File: src/include/shp_pkg.sv
// Purpose: Shared constants and types of the serial host register port.
// Assumes: Eight configuration straps, ten-bit register address, byte data.
// Notes: Every offset, field position and count, and the pointer, opcode and synchroniser reset values, live here.

package shp_pkg;

   // ************************************************************
   // Strap layout
   // ************************************************************
   localparam int STRAP_W = 8;
   localparam int STRAP_MODE_BIT = 7;
   localparam int STRAP_EDGE_BIT = 6;
   localparam int STRAP_DRIVE_BIT = 5;
   localparam int DEV_ADDR_W = 7;
   localparam logic [1:0] STRAP_SETTLE_CYC = 2'h2;

   // ************************************************************
   // Framing
   // ************************************************************
   localparam int BYTE_W = 8;
   localparam int REG_ADDR_W = 10;
   localparam int REG_ADDR_HI_W = 2;
   localparam int OPCODE_LSB = 4;
   localparam logic [3:0] BIT_LAST = 4'h7;
   localparam logic [3:0] ACK_SLOT = 4'h8;
   localparam logic [REG_ADDR_W-1:0] PTR_RESET = 10'h000;
   localparam logic [REG_ADDR_W-1:0] PTR_STEP = 10'h001;

   // ************************************************************
   // Instruction opcodes, upper nibble of the instruction byte
   // ************************************************************
   localparam logic [3:0] OP_WR_INC = 4'h1;
   localparam logic [3:0] OP_WR_NOINC = 4'h2;
   localparam logic [3:0] OP_RD_INC = 4'h9;
   localparam logic [3:0] OP_RD_NOINC = 4'hA;
   localparam logic [3:0] OP_RESET = 4'h0;

   // ************************************************************
   // Synchroniser: straps, clock, data, chip select
   // ************************************************************
   localparam int SYNC_W = STRAP_W + 3;
   localparam logic [SYNC_W-1:0] SYNC_RESET = {{STRAP_W{1'b0}}, 3'h7};

   typedef enum logic [2:0] {
      ST_IDLE,
      ST_DEV_ADDR,
      ST_INSTR,
      ST_REG_ADDR,
      ST_WR_DATA,
      ST_RD_DATA,
      ST_IGNORE
   } shp_state_t;

endpackage

File: src/design/shp_host_port.sv
// Purpose: Slave serial host port giving an outside master access to registers.
// Assumes: SCLK far slower than MCLK_IN; register read data valid during REG_RD_OUT.
// Notes: Two-wire or three-wire mode is chosen by straps caught after reset.
//
// Function
// - Strap 7 high selects three-wire protocol, low selects two-wire.
// - Strap levels are caught on the third clock edge after reset release and held until next reset.
// - Two-wire slave address comes from straps 6 down to 0.
// - Three-wire mode ignores straps 4 down to 0.
// - Three-wire strap 5 high drives data actively, low makes it open-drain.
// - Three-wire strap 6 high transmits on falling, samples on rising clock.
// - Three-wire adds active-low chip select; two-wire uses clock and data only.
// - Two-wire device is slave only; master makes the clock.
// - Data falling while clock high starts a new transfer.
// - Stop or repeated start ends the current transfer.
// - Transfers are whole bytes, most significant bit first, unlimited count.
// - After eighth bit, receiver pulls data low in the acknowledge slot.
// - Addressed device acknowledges every byte it receives.
// - Order is slave address, instruction, register address, then data.
// - Device answers only when first seven bits equal strapped address.
// - Last address bit low means master writes, high means master reads.
// - Instruction bits 1 and 0 become register address bits 9 and 8.
// - Opcodes 0001, 0010, 1001, 1010 are write/read with or without increment.
// - Register address byte gives low eight bits of ten-bit address.
// - Auto-increment advances pointer per byte; stop leaves it at next address.
// - Read writes address, repeated start, read address byte, master nacks last.

`timescale 1ns/1ps

module shp_host_port
(
   input logic MCLK_IN,
   input logic RESETN_IN,
   input logic [shp_pkg::STRAP_W-1:0] CONFIG_STRAP_PINS_IN,
   input logic SCLK_IN,
   input logic SERIAL_DATA_LINE_IN,
   output logic SERIAL_DATA_LINE_OUT,
   output logic SERIAL_DATA_LINE_OE_OUT,
   input logic CHIP_SELECT_N_IN,
   output logic [shp_pkg::REG_ADDR_W-1:0] REG_ADDR_OUT,
   output logic [shp_pkg::BYTE_W-1:0] REG_WDATA_OUT,
   output logic REG_WR_OUT,
   output logic REG_RD_OUT,
   input logic [shp_pkg::BYTE_W-1:0] REG_RDATA_IN,
   output logic THREE_WIRE_MODE_OUT,
   output logic STRAPS_VALID_OUT,
   output logic BUSY_OUT
);
   import shp_pkg::*;

   logic [STRAP_W-1:0] strap_s;
   logic scl_s;
   logic sda_s;
   logic cs_s;
   logic [STRAP_W-1:0] strap_q, strap_d;
   logic [1:0] strap_cnt_q, strap_cnt_d;
   logic strap_done_q, strap_done_d;
   shp_state_t state_q, state_d;
   logic [3:0] bit_cnt_q, bit_cnt_d;
   logic [BYTE_W-1:0] shift_q, shift_d;
   logic [BYTE_W-1:0] tx_q, tx_d;
   logic [3:0] cmd_q, cmd_d;
   logic [REG_ADDR_HI_W-1:0] ptr_hi_q, ptr_hi_d;
   logic [REG_ADDR_W-1:0] ptr_q, ptr_d;
   logic [BYTE_W-1:0] wdata_q, wdata_d;
   logic wr_q, wr_d;
   logic rd_q, rd_d;
   logic ack_pend_q, ack_pend_d;
   logic drv_en_q, drv_en_d;
   logic drv_bit_q, drv_bit_d;
   logic sda_out_q, sda_out_d;
   logic sda_oe_q, sda_oe_d;
   logic busy_q, busy_d;
   logic scl_p_q;
   logic sda_p_q;
   logic three_wire;
   logic active_drive;
   logic scl_rise;
   logic scl_fall;
   logic start_det;
   logic stop_det;
   logic sample_edge;
   logic drive_edge;
   logic run;
   logic byte_evt;
   logic addr_match;
   logic cmd_inc;
   logic cmd_wr;
   logic cmd_rd;
   logic [BYTE_W-1:0] rx_byte;

   // ************************************************************
   // Input synchronisation
   // ************************************************************
   // two-stage synchronisers
   shp_sync
   #(
      .WIDTH(SYNC_W),
      .RESET_VAL(SYNC_RESET)
   )
   u_sync
   (
      .clk_in(MCLK_IN),
      .resetn_in(RESETN_IN),
      .d_in({CONFIG_STRAP_PINS_IN, SCLK_IN, SERIAL_DATA_LINE_IN, CHIP_SELECT_N_IN}),
      .q_out({strap_s, scl_s, sda_s, cs_s})
   );

   // ************************************************************
   // Strap capture
   // ************************************************************
   // The synchroniser is let fill with post-reset pin levels before capture.
   always_comb
   begin
      strap_d = strap_q;
      strap_cnt_d = strap_cnt_q;
      strap_done_d = strap_done_q;
      if (!strap_done_q)
      begin
         if (strap_cnt_q == STRAP_SETTLE_CYC)
         begin
            strap_d = strap_s;
            strap_done_d = 1'b1;
         end
         else
         begin
            strap_cnt_d = strap_cnt_q + 2'h1;
         end
      end
   end

   always_ff @(posedge MCLK_IN or negedge RESETN_IN)
   begin
      if (!RESETN_IN)
      begin
         strap_q <= '0;
         strap_cnt_q <= 2'h0;
         strap_done_q <= 1'b0;
      end
      else
      begin
         strap_q <= strap_d;
         strap_cnt_q <= strap_cnt_d;
         strap_done_q <= strap_done_d;
      end
   end

   // ************************************************************
   // Line events and command decode
   // ************************************************************
   // mode select
   assign three_wire = strap_q[STRAP_MODE_BIT];
   assign active_drive = three_wire && strap_q[STRAP_DRIVE_BIT];
   assign scl_rise = scl_s && !scl_p_q;
   assign scl_fall = !scl_s && scl_p_q;
   assign start_det = scl_s && scl_p_q && sda_p_q && !sda_s;
   assign stop_det = scl_s && scl_p_q && !sda_p_q && sda_s;
   assign sample_edge = three_wire ? (strap_q[STRAP_EDGE_BIT] ? scl_rise : scl_fall) : scl_rise;
   assign drive_edge = three_wire ? (strap_q[STRAP_EDGE_BIT] ? scl_fall : scl_rise) : scl_fall;
   assign run = strap_done_q && (three_wire ? (!cs_s && state_q != ST_IDLE) : 1'b1);
   assign byte_evt = run && sample_edge && (bit_cnt_q == BIT_LAST);
   assign rx_byte = {shift_q[BYTE_W-2:0], sda_s};
   assign addr_match = (rx_byte[BYTE_W-1:1] == strap_q[DEV_ADDR_W-1:0]);
   assign cmd_inc = (cmd_q == OP_WR_INC) || (cmd_q == OP_RD_INC);
   assign cmd_wr = (cmd_q == OP_WR_INC) || (cmd_q == OP_WR_NOINC);
   assign cmd_rd = (cmd_q == OP_RD_INC) || (cmd_q == OP_RD_NOINC);

   // ************************************************************
   // Transfer engine
   // ************************************************************
   always_comb
   begin
      state_d = state_q;
      bit_cnt_d = bit_cnt_q;
      shift_d = shift_q;
      tx_d = tx_q;
      cmd_d = cmd_q;
      ptr_hi_d = ptr_hi_q;
      ptr_d = ptr_q;
      wdata_d = wdata_q;
      wr_d = 1'b0;
      rd_d = 1'b0;
      ack_pend_d = ack_pend_q;
      drv_en_d = drv_en_q;
      drv_bit_d = drv_bit_q;
      if (rd_q)
      begin
         tx_d = REG_RDATA_IN;
      end
      if (wr_q && cmd_inc)
      begin
         ptr_d = ptr_q + PTR_STEP;
      end
      if (strap_done_q && three_wire && cs_s)
      begin
         state_d = ST_IDLE;
         drv_en_d = 1'b0;
      end
      else if (strap_done_q && three_wire && state_q == ST_IDLE)
      begin
         state_d = ST_INSTR;
         bit_cnt_d = 4'h0;
      end
      else if (strap_done_q && !three_wire && start_det)
      begin
         state_d = ST_DEV_ADDR;
         bit_cnt_d = 4'h0;
         ack_pend_d = 1'b0;
         drv_en_d = 1'b0;
      end
      else if (strap_done_q && !three_wire && stop_det)
      begin
         state_d = ST_IDLE;
         ack_pend_d = 1'b0;
         drv_en_d = 1'b0;
      end
      else if (run)
      begin
         if (drive_edge)
         begin
            if (state_q == ST_RD_DATA && !bit_cnt_q[3])
            begin
               drv_en_d = 1'b1;
               drv_bit_d = tx_q[~bit_cnt_q[2:0]];
            end
            else if (ack_pend_q)
            begin
               drv_en_d = 1'b1;
               drv_bit_d = 1'b0;
               ack_pend_d = 1'b0;
            end
            else
            begin
               drv_en_d = 1'b0;
            end
         end
         if (sample_edge && bit_cnt_q == ACK_SLOT)
         begin
            bit_cnt_d = 4'h0;
            // The slot after the read address byte holds our own acknowledge, not the master's.
            if (state_q == ST_RD_DATA && !drv_en_q)
            begin
               if (cmd_inc)
               begin
                  ptr_d = ptr_q + PTR_STEP;
               end
               if (sda_s)
               begin
                  state_d = ST_IGNORE;
               end
               else
               begin
                  rd_d = 1'b1;
               end
            end
         end
         else if (sample_edge)
         begin
            shift_d = rx_byte;
            bit_cnt_d = (byte_evt && three_wire) ? 4'h0 : bit_cnt_q + 4'h1;
            if (byte_evt)
            begin
               case (state_q)
                  ST_DEV_ADDR:
                  begin
                     if (addr_match)
                     begin
                        ack_pend_d = 1'b1;
                        state_d = rx_byte[0] ? ST_RD_DATA : ST_INSTR;
                        rd_d = rx_byte[0];
                     end
                     else
                     begin
                        state_d = ST_IGNORE;
                     end
                  end
                  ST_INSTR:
                  begin
                     cmd_d = rx_byte[BYTE_W-1:OPCODE_LSB];
                     ptr_hi_d = rx_byte[REG_ADDR_HI_W-1:0];
                     ack_pend_d = !three_wire;
                     state_d = ST_REG_ADDR;
                  end
                  ST_REG_ADDR:
                  begin
                     ptr_d = {ptr_hi_q, rx_byte};
                     ack_pend_d = !three_wire;
                     state_d = (three_wire && cmd_rd) ? ST_RD_DATA : ST_WR_DATA;
                     rd_d = three_wire && cmd_rd;
                  end
                  ST_WR_DATA:
                  begin
                     wdata_d = rx_byte;
                     wr_d = cmd_wr;
                     ack_pend_d = !three_wire;
                  end
                  ST_RD_DATA:
                  begin
                     if (three_wire)
                     begin
                        rd_d = 1'b1;
                        ptr_d = cmd_inc ? ptr_q + PTR_STEP : ptr_q;
                     end
                  end
                  default:
                  begin
                     state_d = state_q;
                  end
               endcase
            end
         end
      end
      sda_oe_d = drv_en_d && (active_drive || !drv_bit_d);
      sda_out_d = active_drive && drv_bit_d;
      busy_d = (state_d != ST_IDLE);
   end

   always_ff @(posedge MCLK_IN or negedge RESETN_IN)
   begin
      if (!RESETN_IN)
      begin
         state_q <= ST_IDLE;
         bit_cnt_q <= 4'h0;
         shift_q <= '0;
         tx_q <= '0;
         cmd_q <= OP_RESET;
         ptr_hi_q <= '0;
         ptr_q <= PTR_RESET;
         wdata_q <= '0;
         wr_q <= 1'b0;
         rd_q <= 1'b0;
         ack_pend_q <= 1'b0;
         drv_en_q <= 1'b0;
         drv_bit_q <= 1'b0;
         sda_out_q <= 1'b0;
         sda_oe_q <= 1'b0;
         busy_q <= 1'b0;
         scl_p_q <= 1'b1;
         sda_p_q <= 1'b1;
      end
      else
      begin
         state_q <= state_d;
         bit_cnt_q <= bit_cnt_d;
         shift_q <= shift_d;
         tx_q <= tx_d;
         cmd_q <= cmd_d;
         ptr_hi_q <= ptr_hi_d;
         ptr_q <= ptr_d;
         wdata_q <= wdata_d;
         wr_q <= wr_d;
         rd_q <= rd_d;
         ack_pend_q <= ack_pend_d;
         drv_en_q <= drv_en_d;
         drv_bit_q <= drv_bit_d;
         sda_out_q <= sda_out_d;
         sda_oe_q <= sda_oe_d;
         busy_q <= busy_d;
         scl_p_q <= scl_s;
         sda_p_q <= sda_s;
      end
   end

   assign SERIAL_DATA_LINE_OUT = sda_out_q;
   assign SERIAL_DATA_LINE_OE_OUT = sda_oe_q;
   assign REG_ADDR_OUT = ptr_q;
   assign REG_WDATA_OUT = wdata_q;
   assign REG_WR_OUT = wr_q;
   assign REG_RD_OUT = rd_q;
   assign THREE_WIRE_MODE_OUT = strap_q[STRAP_MODE_BIT];
   assign STRAPS_VALID_OUT = strap_done_q;
   assign BUSY_OUT = busy_q;
endmodule

File: src/design/shp_sync.sv
// Purpose: Two flip-flop synchroniser for inputs from outside the clock domain.
// Assumes: Each bit is an independent level.
// Notes: The first stage is read by the second stage only.

`timescale 1ns/1ps

module shp_sync
#(
   parameter int WIDTH = 1,
   parameter logic [WIDTH-1:0] RESET_VAL = '0
)
(
   input logic clk_in,
   input logic resetn_in,
   input logic [WIDTH-1:0] d_in,
   output logic [WIDTH-1:0] q_out
);

   logic [WIDTH-1:0] meta_q;
   logic [WIDTH-1:0] stage_q;

   always_ff @(posedge clk_in or negedge resetn_in)
   begin
      if (!resetn_in)
      begin
         meta_q <= RESET_VAL;
         stage_q <= RESET_VAL;
      end
      else
      begin
         meta_q <= d_in;
         stage_q <= meta_q;
      end
   end

   assign q_out = stage_q;

endmodule

File: config.mk
export PLATFORM = sky130hd
export DESIGN_NAME = shp_host_port
export DESIGN_NICKNAME = d
export VERILOG_FILES = /design/src/include/shp_pkg.sv /design/src/design/shp_host_port.sv /design/src/design/shp_sync.sv
export SDC_FILE = /design/constraint.sdc
export NUM_CORES = 1
export LEC_CHECK = 0
export BUFFER_PORTS_ARGS = -buffer_cell sky130_fd_sc_hd__buf_4
export CORE_MARGIN = 5
export CORE_UTILIZATION = 50
export CTS_BUF_LIST = sky130_fd_sc_hd__clkbuf_8
export DETAILED_ROUTE_END_ITERATION = 16
export HOLD_SLACK_MARGIN = 0.08
export PLACE_DENSITY_LB_ADDON = 0.1
export SYNTH_ARGS = -nofsm -noshare
export SYNTH_HDL_FRONTEND = slang
export SYNTH_HIERARCHICAL = 1
export SYNTH_SLANG_ARGS = --single-unit
export TNS_END_PERCENT = 1
File: constraint.sdc
create_clock -name MCLK_IN -period 2.4 [get_ports MCLK_IN]
set_input_delay 0.48 -clock MCLK_IN [delete_from_list [all_inputs] [get_ports MCLK_IN]]
set_output_delay 0.48 -clock MCLK_IN [all_outputs]
set_load 0.01 [all_outputs]
==> results of run 1 <==
-- registers in the layout, summed over array words and instances, names as in the netlist, 2 cells and up --
signal         count
u_sync/meta_q     11
u_sync/q_out      11
REG_ADDR_OUT      10
REG_WDATA_OUT      8
strap_q            8
tx_q               8
shift_q            7
bit_cnt_q          4
cmd_q              4
state_q            3
ptr_hi_q           2
strap_cnt_q        2
-- cell families after synthesis --
| logic type | Yosys count |
|---|---|
| AO/OA/AOI/OAI | 95 |
| XOR/XNOR | 22 |
| adder cells (fa/ha/maj) | 4 |
| buffers and inverters | 31 |
| flip-flops | 89 |
| multiplexers | 44 |
| AND/OR/NAND/NOR | 140 |
-- layout by cell type, fill, tap and decap left out, types with 3 or more instances in the layout --
master / instances
sky130_fd_sc_hd__o22ai_1: 5
sky130_fd_sc_hd__inv_1: 9
sky130_fd_sc_hd__nor2_1: 24
sky130_fd_sc_hd__o21ai_1: 4
sky130_fd_sc_hd__clkbuf_8: 9
sky130_fd_sc_hd__mux2_2: 38
sky130_fd_sc_hd__nand2b_1: 6
sky130_fd_sc_hd__nand4b_1: 4
sky130_fd_sc_hd__and3b_1: 3
sky130_fd_sc_hd__ha_1: 4
sky130_fd_sc_hd__nor2b_1: 8
sky130_fd_sc_hd__xnor2_1: 15
sky130_fd_sc_hd__nor3b_1: 3
sky130_fd_sc_hd__or2_2: 3
sky130_fd_sc_hd__nor3_1: 10
sky130_fd_sc_hd__o211ai_1: 4
sky130_fd_sc_hd__a21o_1: 4
sky130_fd_sc_hd__inv_6: 3
sky130_fd_sc_hd__o31ai_1: 4
sky130_fd_sc_hd__nor4_1: 5
sky130_fd_sc_hd__buf_4: 73
sky130_fd_sc_hd__xor2_1: 7
sky130_fd_sc_hd__a22oi_1: 6
sky130_fd_sc_hd__nand3_1: 14
sky130_fd_sc_hd__a21boi_0: 3
sky130_fd_sc_hd__a31oi_1: 6
sky130_fd_sc_hd__o21ai_0: 18
sky130_fd_sc_hd__dfrtp_1: 79
sky130_fd_sc_hd__dfstp_2: 8
sky130_fd_sc_hd__nand4_1: 5
sky130_fd_sc_hd__nand2_1: 33
sky130_fd_sc_hd__mux2i_1: 3
sky130_fd_sc_hd__a21oi_1: 17
-- critical path, delay by kind of cell (launching register included) --
kind / cells / cell delay [ps]
buffers and inverters: 2 / 400
AO/OA/AOI/OAI: 5 / 920
flip-flops: 1 / 530
AND/OR/NAND/NOR: 1 / 280
-- per-stage QoR --
stage	total power, uW	utilization, %	hold slack [ps]
after floorplan	1970	-	184
after global placement	2140	57.0	332
after detailed placement	2150	57.0	336
after CTS	3170	59.2	193
after global routing	3300	59.4	185
final	3120	59.4	214
-- per-layer routing --
layer  wire length (microns)  global-route usage [%]  vias to the layer above
li1                        -                       -                     1698
met1                    4880                    28.1                     1750
met2                    5020                    32.7                      113
met3                     584                    4.07                       15
met4                     154                    5.00                        0
met5                       0                       0                        -
-- final cells by class --
cell class / count / share of cell area, %
multi-input cells: 305 / 41.1
inverters: 9 / 0.625
clock inverters: 7 / 1.30
repair buffers: 75 / 10.7
clock buffers: 9 / 2.29
flip-flops and latches: 89 / 41.4
well taps: 111 / 2.57
-- power by group --
| part | internal (uW) | switching [uW] | total, uW |
|---|---|---|---|
| clock network | 405 | 596 | 1000 |
| registers | 1600 | 145 | 1740 |
| logic | 196 | 182 | 378 |
| total | 2200 | 923 | 3120 |
-- how the worst max path moves through the flow --
stage	startpoint	end	slack, ps	cells after the start
final	state_q[0]$_DFF_PN0_	REG_ADDR_OUT[6]$_DFFE_PN0P_	170	8
after global routing	u_sync/q_out[2]$_DFF_PN1_	REG_ADDR_OUT[6]$_DFFE_PN0P_	10	8
after CTS	u_sync/q_out[2]$_DFF_PN1_	REG_ADDR_OUT[7]$_DFFE_PN0P_	60	7
after detailed placement	u_sync/q_out[2]$_DFF_PN1_	REG_ADDR_OUT[9]$_DFFE_PN0P_	70	7
after global placement	u_sync/q_out[2]$_DFF_PN1_	REG_ADDR_OUT[7]$_DFFE_PN0P_	150	7
after floorplan	bit_cnt_q[0]$_DFFE_PN0P_	REG_ADDR_OUT[8]$_DFFE_PN0P_	290	8
-- what timing repair did --
| item | CTS | global route |
|---|---|---|
| hold buffers | 1 | 0 |
| gates resized for setup | 0 | 4 |
| endpoints found under the hold margin | 25 | 0 |
| setup endpoints to repair | 0 | 5 |
==> impl_metrics.csv, run 1 <==
group,metric,value,unit
logic_synthesis,synth_area,0.00460,sq mm
die,start_util,50.5,%
route,drt_pass1_iterations,5,
critical_path,timing.reg2reg.worst_path_depth,8,
die,num_rows,35,
place,placement.setup.worst_slack,72.8,ps
timing,slew_headroom,65.8,%
timing,slew_violations,0,
route,vias_per_cell,5.91,
logic_synthesis,synth_cells,425,
global_routing,grt_pass1_vias,3607,
critical_path,worst-r2r-setup-slack,170,ps
global_routing,grt_first_pass_wirelength,18300,microns
place,detailed_place.area,0.00519,sq mm
timing,finalSetupTns,0,ps
worst_hold_path,worst_min_path_start,"CONFIG_STRAP_PINS_IN[0]",
logic_synthesis,syn_nets,450,
route,drt_iter0_drc,207,
worst_hold_path,timing.hold.worst_path_depth,1,
place,port-buffer-count,45,
die,core_region_area,0.00911,sq mm
place,dpl.hpwl,7980,microns
critical_path,worst-endpoint-required,2660,ps
die,die_area,0.0112,sq mm
route,drt-wirelength-per-cell,17.6,microns
critical_path,crit_path_max_incr_delay,530,ps
finish,layoutNonFillerInstCount,605,
logic_synthesis,count_of_cell_types_in_the_netlist,71,
timing,rsz_0062_raised_after_global_routing,"no",
logic_synthesis,post-synth-top-area-fraction,44.1,%
logic_synthesis,yosys.area_share.simple,17.3,%
global_routing,overflow,0,
power_and_ir_drop,peakVddDrop,395,uV
critical_path,worst_setup_sp_type,"flip-flop",
route,drc,0,
run_status,run_status,"completed",
timing,worstMarginPinSlew,511,ps
timing,max_clock_freq,448,MHz
logic_synthesis,synthDominantAreaCellType,"sky130_fd_sc_hd__dfrtp_1",
finish,layout.nets,514,
critical_path,endpoint_of_the_worst_register_to_register_path,"REG_ADDR_OUT[6]$_DFFE_PN0P_",
critical_path,library_cell_contributing_the_largest_single_delay_on_the_critical_path,"sky130_fd_sc_hd__dfrtp_1",
logic_synthesis,ys.flop_type,"sky130_fd_sc_hd__dfrtp_1",
timing,final.period_utilization,93.1,%
logic_synthesis,post_synth_fa_ha_maj_area_fraction,1.09,%
clock_network,clk_pin_slew_worst_paths,100,ps
worst_hold_path,min_to,"u_sync/meta_q[3]$_DFF_PN0_",
logic_synthesis,post_synth_main_area_contributors,"sky130_fd_sc_hd__dfrtp_1 (44%), sky130_fd_sc_hd__mux2_2 (9.3%), sky130_fd_sc_hd__dfstp_2 (4.6%), sky130_fd_sc_hd__xnor2_1 (2.9%), sky130_fd_sc_hd__nand2_1 (2.7%)",
timing,hold_viol,0,
clock_network,cts_setup_buffers,0,
clock_network,worst_skew_pair.late_latency,370,ps
die,pin_count,46,
logic_synthesis,synth_top_family_by_area,"simple AND/OR/NAND/NOR gates",
critical_path,timing.critical_path.arrival,2500,ps
power_and_ir_drop,p_per_area,578,mW/mm^2
die,die_y,106,microns
route,routed_wl,10600,microns
clock_network,clockBufferDepth,2,
global_routing,initial_antenna_violation_count,0,
power_and_ir_drop,p_leak,0.00235,uW
finish,diodes,0,
finish,filler_instances,766,
finish,area.sequential,0.00224,sq mm
run,max_cap_viol,0,
clock_network,clock_tree_from_tritoncts,"done",
place,placed_cells,588,
critical_path,launching_point_of_the_worst_reg2reg_path,"state_q[0]$_DFF_PN0_",
clock_network,cts_inserted_buffers,9,
timing,period_needed,2230,ps
logic_synthesis,post_synth_mux_area_share,11.4,%
critical_path,crit_path_cell_trace,"buf_4 > and4bb_1 > a21oi_1 > a2111oi_2 > buf_4 > o22ai_1 > a21oi_1 > o21ai_1",
timing,post_layout_worst_setup_margin,167,ps
finish,drive_above_1_share,32.2,%
clock_network,clock_tree.htree_level_count,3,
global_routing,grtUsageTotal,20.2,%
logic_synthesis,synth-async-reset-ratio,100,%
finish,total_area_of_multi_input_combinational_cells,0.00222,sq mm
critical_path,endpoint_kind,"flip-flop",
logic_synthesis,synth-edff-count,0,
route,antenna_violating_nets_post_route,0,
critical_path,criticalPathCategory,"flip-flop to flip-flop",
logic_synthesis,netlist_top_cells_count,"sky130_fd_sc_hd__dfrtp_1 (81), sky130_fd_sc_hd__mux2_2 (38), sky130_fd_sc_hd__nand2_1 (33)",
logic_synthesis,synth_compound_area_share,14.0,%
finish,layout.cell_area.non_filler,0.00541,sq mm
logic_synthesis,post_synth.cell_area_avg,10.8,sq um
logic_synthesis,most_repeated_cell_in_the_gate_level_netlist_after_synthesis,"sky130_fd_sc_hd__dfrtp_1",
clock_network,cts_sinks,89,
logic_synthesis,synth.yosys.warnings,6,
place,gpl.final_weighted_congestion,0.961,
die,die_width,106,microns
finish,areaGrowthSynthToFinish,17.5,%
timing,fin_worst_skew,13.6,ps
logic_synthesis,seq_area_frac_synth,48.6,%
logic_synthesis,yosys.area_share.xor_xnor,4.19,%
logic_synthesis,ys_seq_elements,89,
clock_network,cts_root_buffer,"sky130_fd_sc_hd__clkbuf_8",
route,route.vias.total,3576,
critical_path,crit_path_max_fanout,10,
timing,report.final.setup_viol,0,
worst_hold_path,min-delay-path-class,"input pin to flip-flop",
global_routing,pin_count_of_the_biggest_net_entering_global_routing,55,
Power figures use the tool's default switching activity.
==> run 2, diff against run 1 <==
--- a/config.mk
+++ b/config.mk
@@ -7,7 +7,7 @@
 export LEC_CHECK = 0
 export BUFFER_PORTS_ARGS = -buffer_cell sky130_fd_sc_hd__buf_4
 export CORE_MARGIN = 5
-export CORE_UTILIZATION = 50
+export CORE_UTILIZATION = 45
 export CTS_BUF_LIST = sky130_fd_sc_hd__clkbuf_8
 export DETAILED_ROUTE_END_ITERATION = 16
 export HOLD_SLACK_MARGIN = 0.08
==> run 2 against run 1 <==
Cell count rose by 4.3%; design area increased by 1.4%; non-clock buffer count rose by 1; first-iteration DRC count shrank 4.3%; fmax decreased by 2.3%; combinational power is essentially flat; critical path type unchanged; critical endpoint is now BUSY_OUT$_DFF_PN0_.
==> impl_metrics.csv, run 2 (same netlist as run 1, synthesis figures left out) <==
group,metric,value,unit
timing,finalSetupTns,0,ps
global_routing,grtUsageTotal,19.1,%
power_and_ir_drop,clockPowerShare,34.2,%
global_routing,overflow,0,
critical_path,launching_point_of_the_worst_reg2reg_path,"bit_cnt_q[1]$_DFFE_PN0P_",
global_routing,grt_first_pass_wirelength,18800,microns
finish,layout.nets,515,
finish,layout.cells.most_common,"sky130_fd_sc_hd__dfrtp_1",
finish,diodes,0,
die,die_area,0.0123,sq mm
worst_hold_path,min-delay-path-class,"input pin to flip-flop",
finish,filler_instances,892,
global_routing,initial_antenna_violation_count,0,
power_and_ir_drop,cellInternalPower,2340,uW
clock_network,clock_tree_from_tritoncts,"done",
finish,drive_above_1_share,32.3,%
clock_network,cts_sinks,89,
place,dpl.hpwl,8400,microns
power_and_ir_drop,power_switching_share,27.5,%
route,antenna_violating_nets_post_route,0,
global_routing,grtUsageMet2,29.2,%
clock_network,worst_skew_pair.late_latency,360,ps
route,vias_per_cell,5.67,
critical_path,worst_setup_sp_type,"flip-flop",
worst_hold_path,worst_min_path_start,"CONFIG_STRAP_PINS_IN[0]",
place,port-buffer-count,45,
route,routed_wl,11400,microns
power_and_ir_drop,netSwitchingPower,889,uW
die,num_rows,37,
critical_path,criticalPathCategory,"flip-flop to flip-flop",
critical_path,worst-endpoint-required,2640,ps
clock_network,cts_inserted_buffers,9,
clock_network,cts_root_buffer,"sky130_fd_sc_hd__clkbuf_8",
timing,hold_viol,0,
timing,slew_violations,0,
timing,worstMarginPinSlew,517,ps
finish,layout_common_cells,"sky130_fd_sc_hd__dfrtp_1 (80), sky130_fd_sc_hd__buf_4 (73), sky130_fd_sc_hd__mux2_2 (38), sky130_fd_sc_hd__nand2_1 (33), sky130_fd_sc_hd__nor2_1 (23)",
route,drt_iter0_drc,198,
finish,areaGrowthSynthToFinish,19.1,%
clock_network,clock_tree.htree_level_count,3,
finish,total_area_of_multi_input_combinational_cells,0.00223,sq mm
power_and_ir_drop,peakVddDrop,391,uV
timing,period_needed,2280,ps
timing,slew_headroom,65.4,%
clock_network,cts_setup_buffers,0,
global_routing,grtUsageMet1,26.8,%
power_and_ir_drop,p_leak,0.00238,uW
place,gpl.final_weighted_congestion,0.923,
die,core_region_area,0.0101,sq mm
run,max_cap_viol,0,
route,drt_pass1_iterations,4,
global_routing,grt_pass1_vias,3524,
timing,final.period_utilization,95.2,%
die,die_width,111,microns
clock_network,clk_pin_slew_worst_paths,90,ps
die,start_util,45.4,%
global_routing,grtUsageMet3,3.22,%
global_routing,grt.busiest_layer,"met2",
critical_path,endpoint_kind,"flip-flop",
finish,area.sequential,0.00224,sq mm
route,drt-wirelength-per-cell,18.0,microns
critical_path,critical_path.startpoint,"bit_cnt_q[1]$_DFFE_PN0P_",
global_routing,pin_count_of_the_biggest_net_entering_global_routing,51,
timing,report.final.setup_viol,0,
route,drc,0,
die,die_y,111,microns
timing,hold_ws,218,ps
route,route.vias.total,3577,
timing,max_clock_freq,438,MHz
power_and_ir_drop,p_per_area,589,mW/mm^2
critical_path,crit_path_max_fanout,6,
power_and_ir_drop,logic_gate_share_of_total_power,11.6,%
clock_network,clockBufferDepth,2,
timing,fin_worst_skew,12.3,ps
critical_path,timing.critical_path.arrival,2520,ps
power_and_ir_drop,part_of_the_power_in_registers,54.1,%
run_status,run_status,"completed",
die,pin_count,46,
[run 2: power by group through the flow]
stage | Sequential [uW] | Clock [uW] | Combinational, uW
finish | 1750 | 1110 | 376
global route | 1760 | 1210 | 416
CTS | 1750 | 1140 | 378
detailed placement | 1780 | 0 | 375
global placement | 1780 | 0 | 368
floorplan | 1710 | 0 | 254
[run 2: worst paths after layout]
kind / end / slack, ps / cells past startpoint
max: BUSY_OUT$_DFF_PN0_ / 120 / 8
min: u_sync/meta_q[3]$_DFF_PN0_ / 220 / 1
max reg2reg: BUSY_OUT$_DFF_PN0_ / 120 / 8
min reg2reg: u_sync/q_out[4]$_DFF_PN0_ / 350 / 0
max in group asynchronous: u_sync/meta_q[1]$_DFF_PN1_ / 1260 / 3
min in group asynchronous: tx_q[7]$_DFFE_PN0P_ / 530 / 2
[run 2: per-stage QoR]
step / instance area (sq um) / power [uW] / std cells / setup WS (ps) / utilization, %
final: 5480 / 3230 / 631 / 115 / 54.1
after global routing: 5480 / 3390 / 631 / -16.4 / 54.1
after CTS: 5460 / 3270 / 631 / 15.6 / 53.9
after detailed placement: 5240 / 2150 / 614 / 34.3 / 51.7
after global placement: 5240 / 2140 / 614 / -14.8 / 51.7
after floorplan: 4600 / 1970 / 425 / 286 / -
[run 2: routing by layer]
metal	routed length, microns	part of all wire, %	up-vias
met5	0	0	-
li1	-	-	1694
met2	5220	46	91
met4	245	2.2	0
met3	574	5.1	20
met1	5320	47	1772
[run 2: worst max-delay path, cell delays in order (launching register included)]
cell	delay, ps
sky130_fd_sc_hd__dfrtp_2	460
sky130_fd_sc_hd__inv_1	70
sky130_fd_sc_hd__ha_1	160
sky130_fd_sc_hd__and3b_1	370
sky130_fd_sc_hd__nand3_1	160
sky130_fd_sc_hd__a211o_1	310
sky130_fd_sc_hd__a21oi_1	110
sky130_fd_sc_hd__a21boi_0	130
sky130_fd_sc_hd__or3_1	400
[run 2: layout make-up]
| type | count | share of cell area, % |
|---|---|---|
| clock inverters | 5 | 1.12 |
| multi-input cells | 305 | 40.7 |
| well taps | 136 | 3.10 |
| flip-flops and latches | 89 | 40.8 |
| inverters | 9 | 0.616 |
| clock buffers | 11 | 2.76 |
| repair buffers | 76 | 10.9 |
[run 2: what timing repair did]
action | in CTS | in global routing
setup endpoints to repair | 0 | 14
hold buffers | 1 | 0
endpoints found under the hold margin | 19 | 0
gates resized for setup | 0 | 4
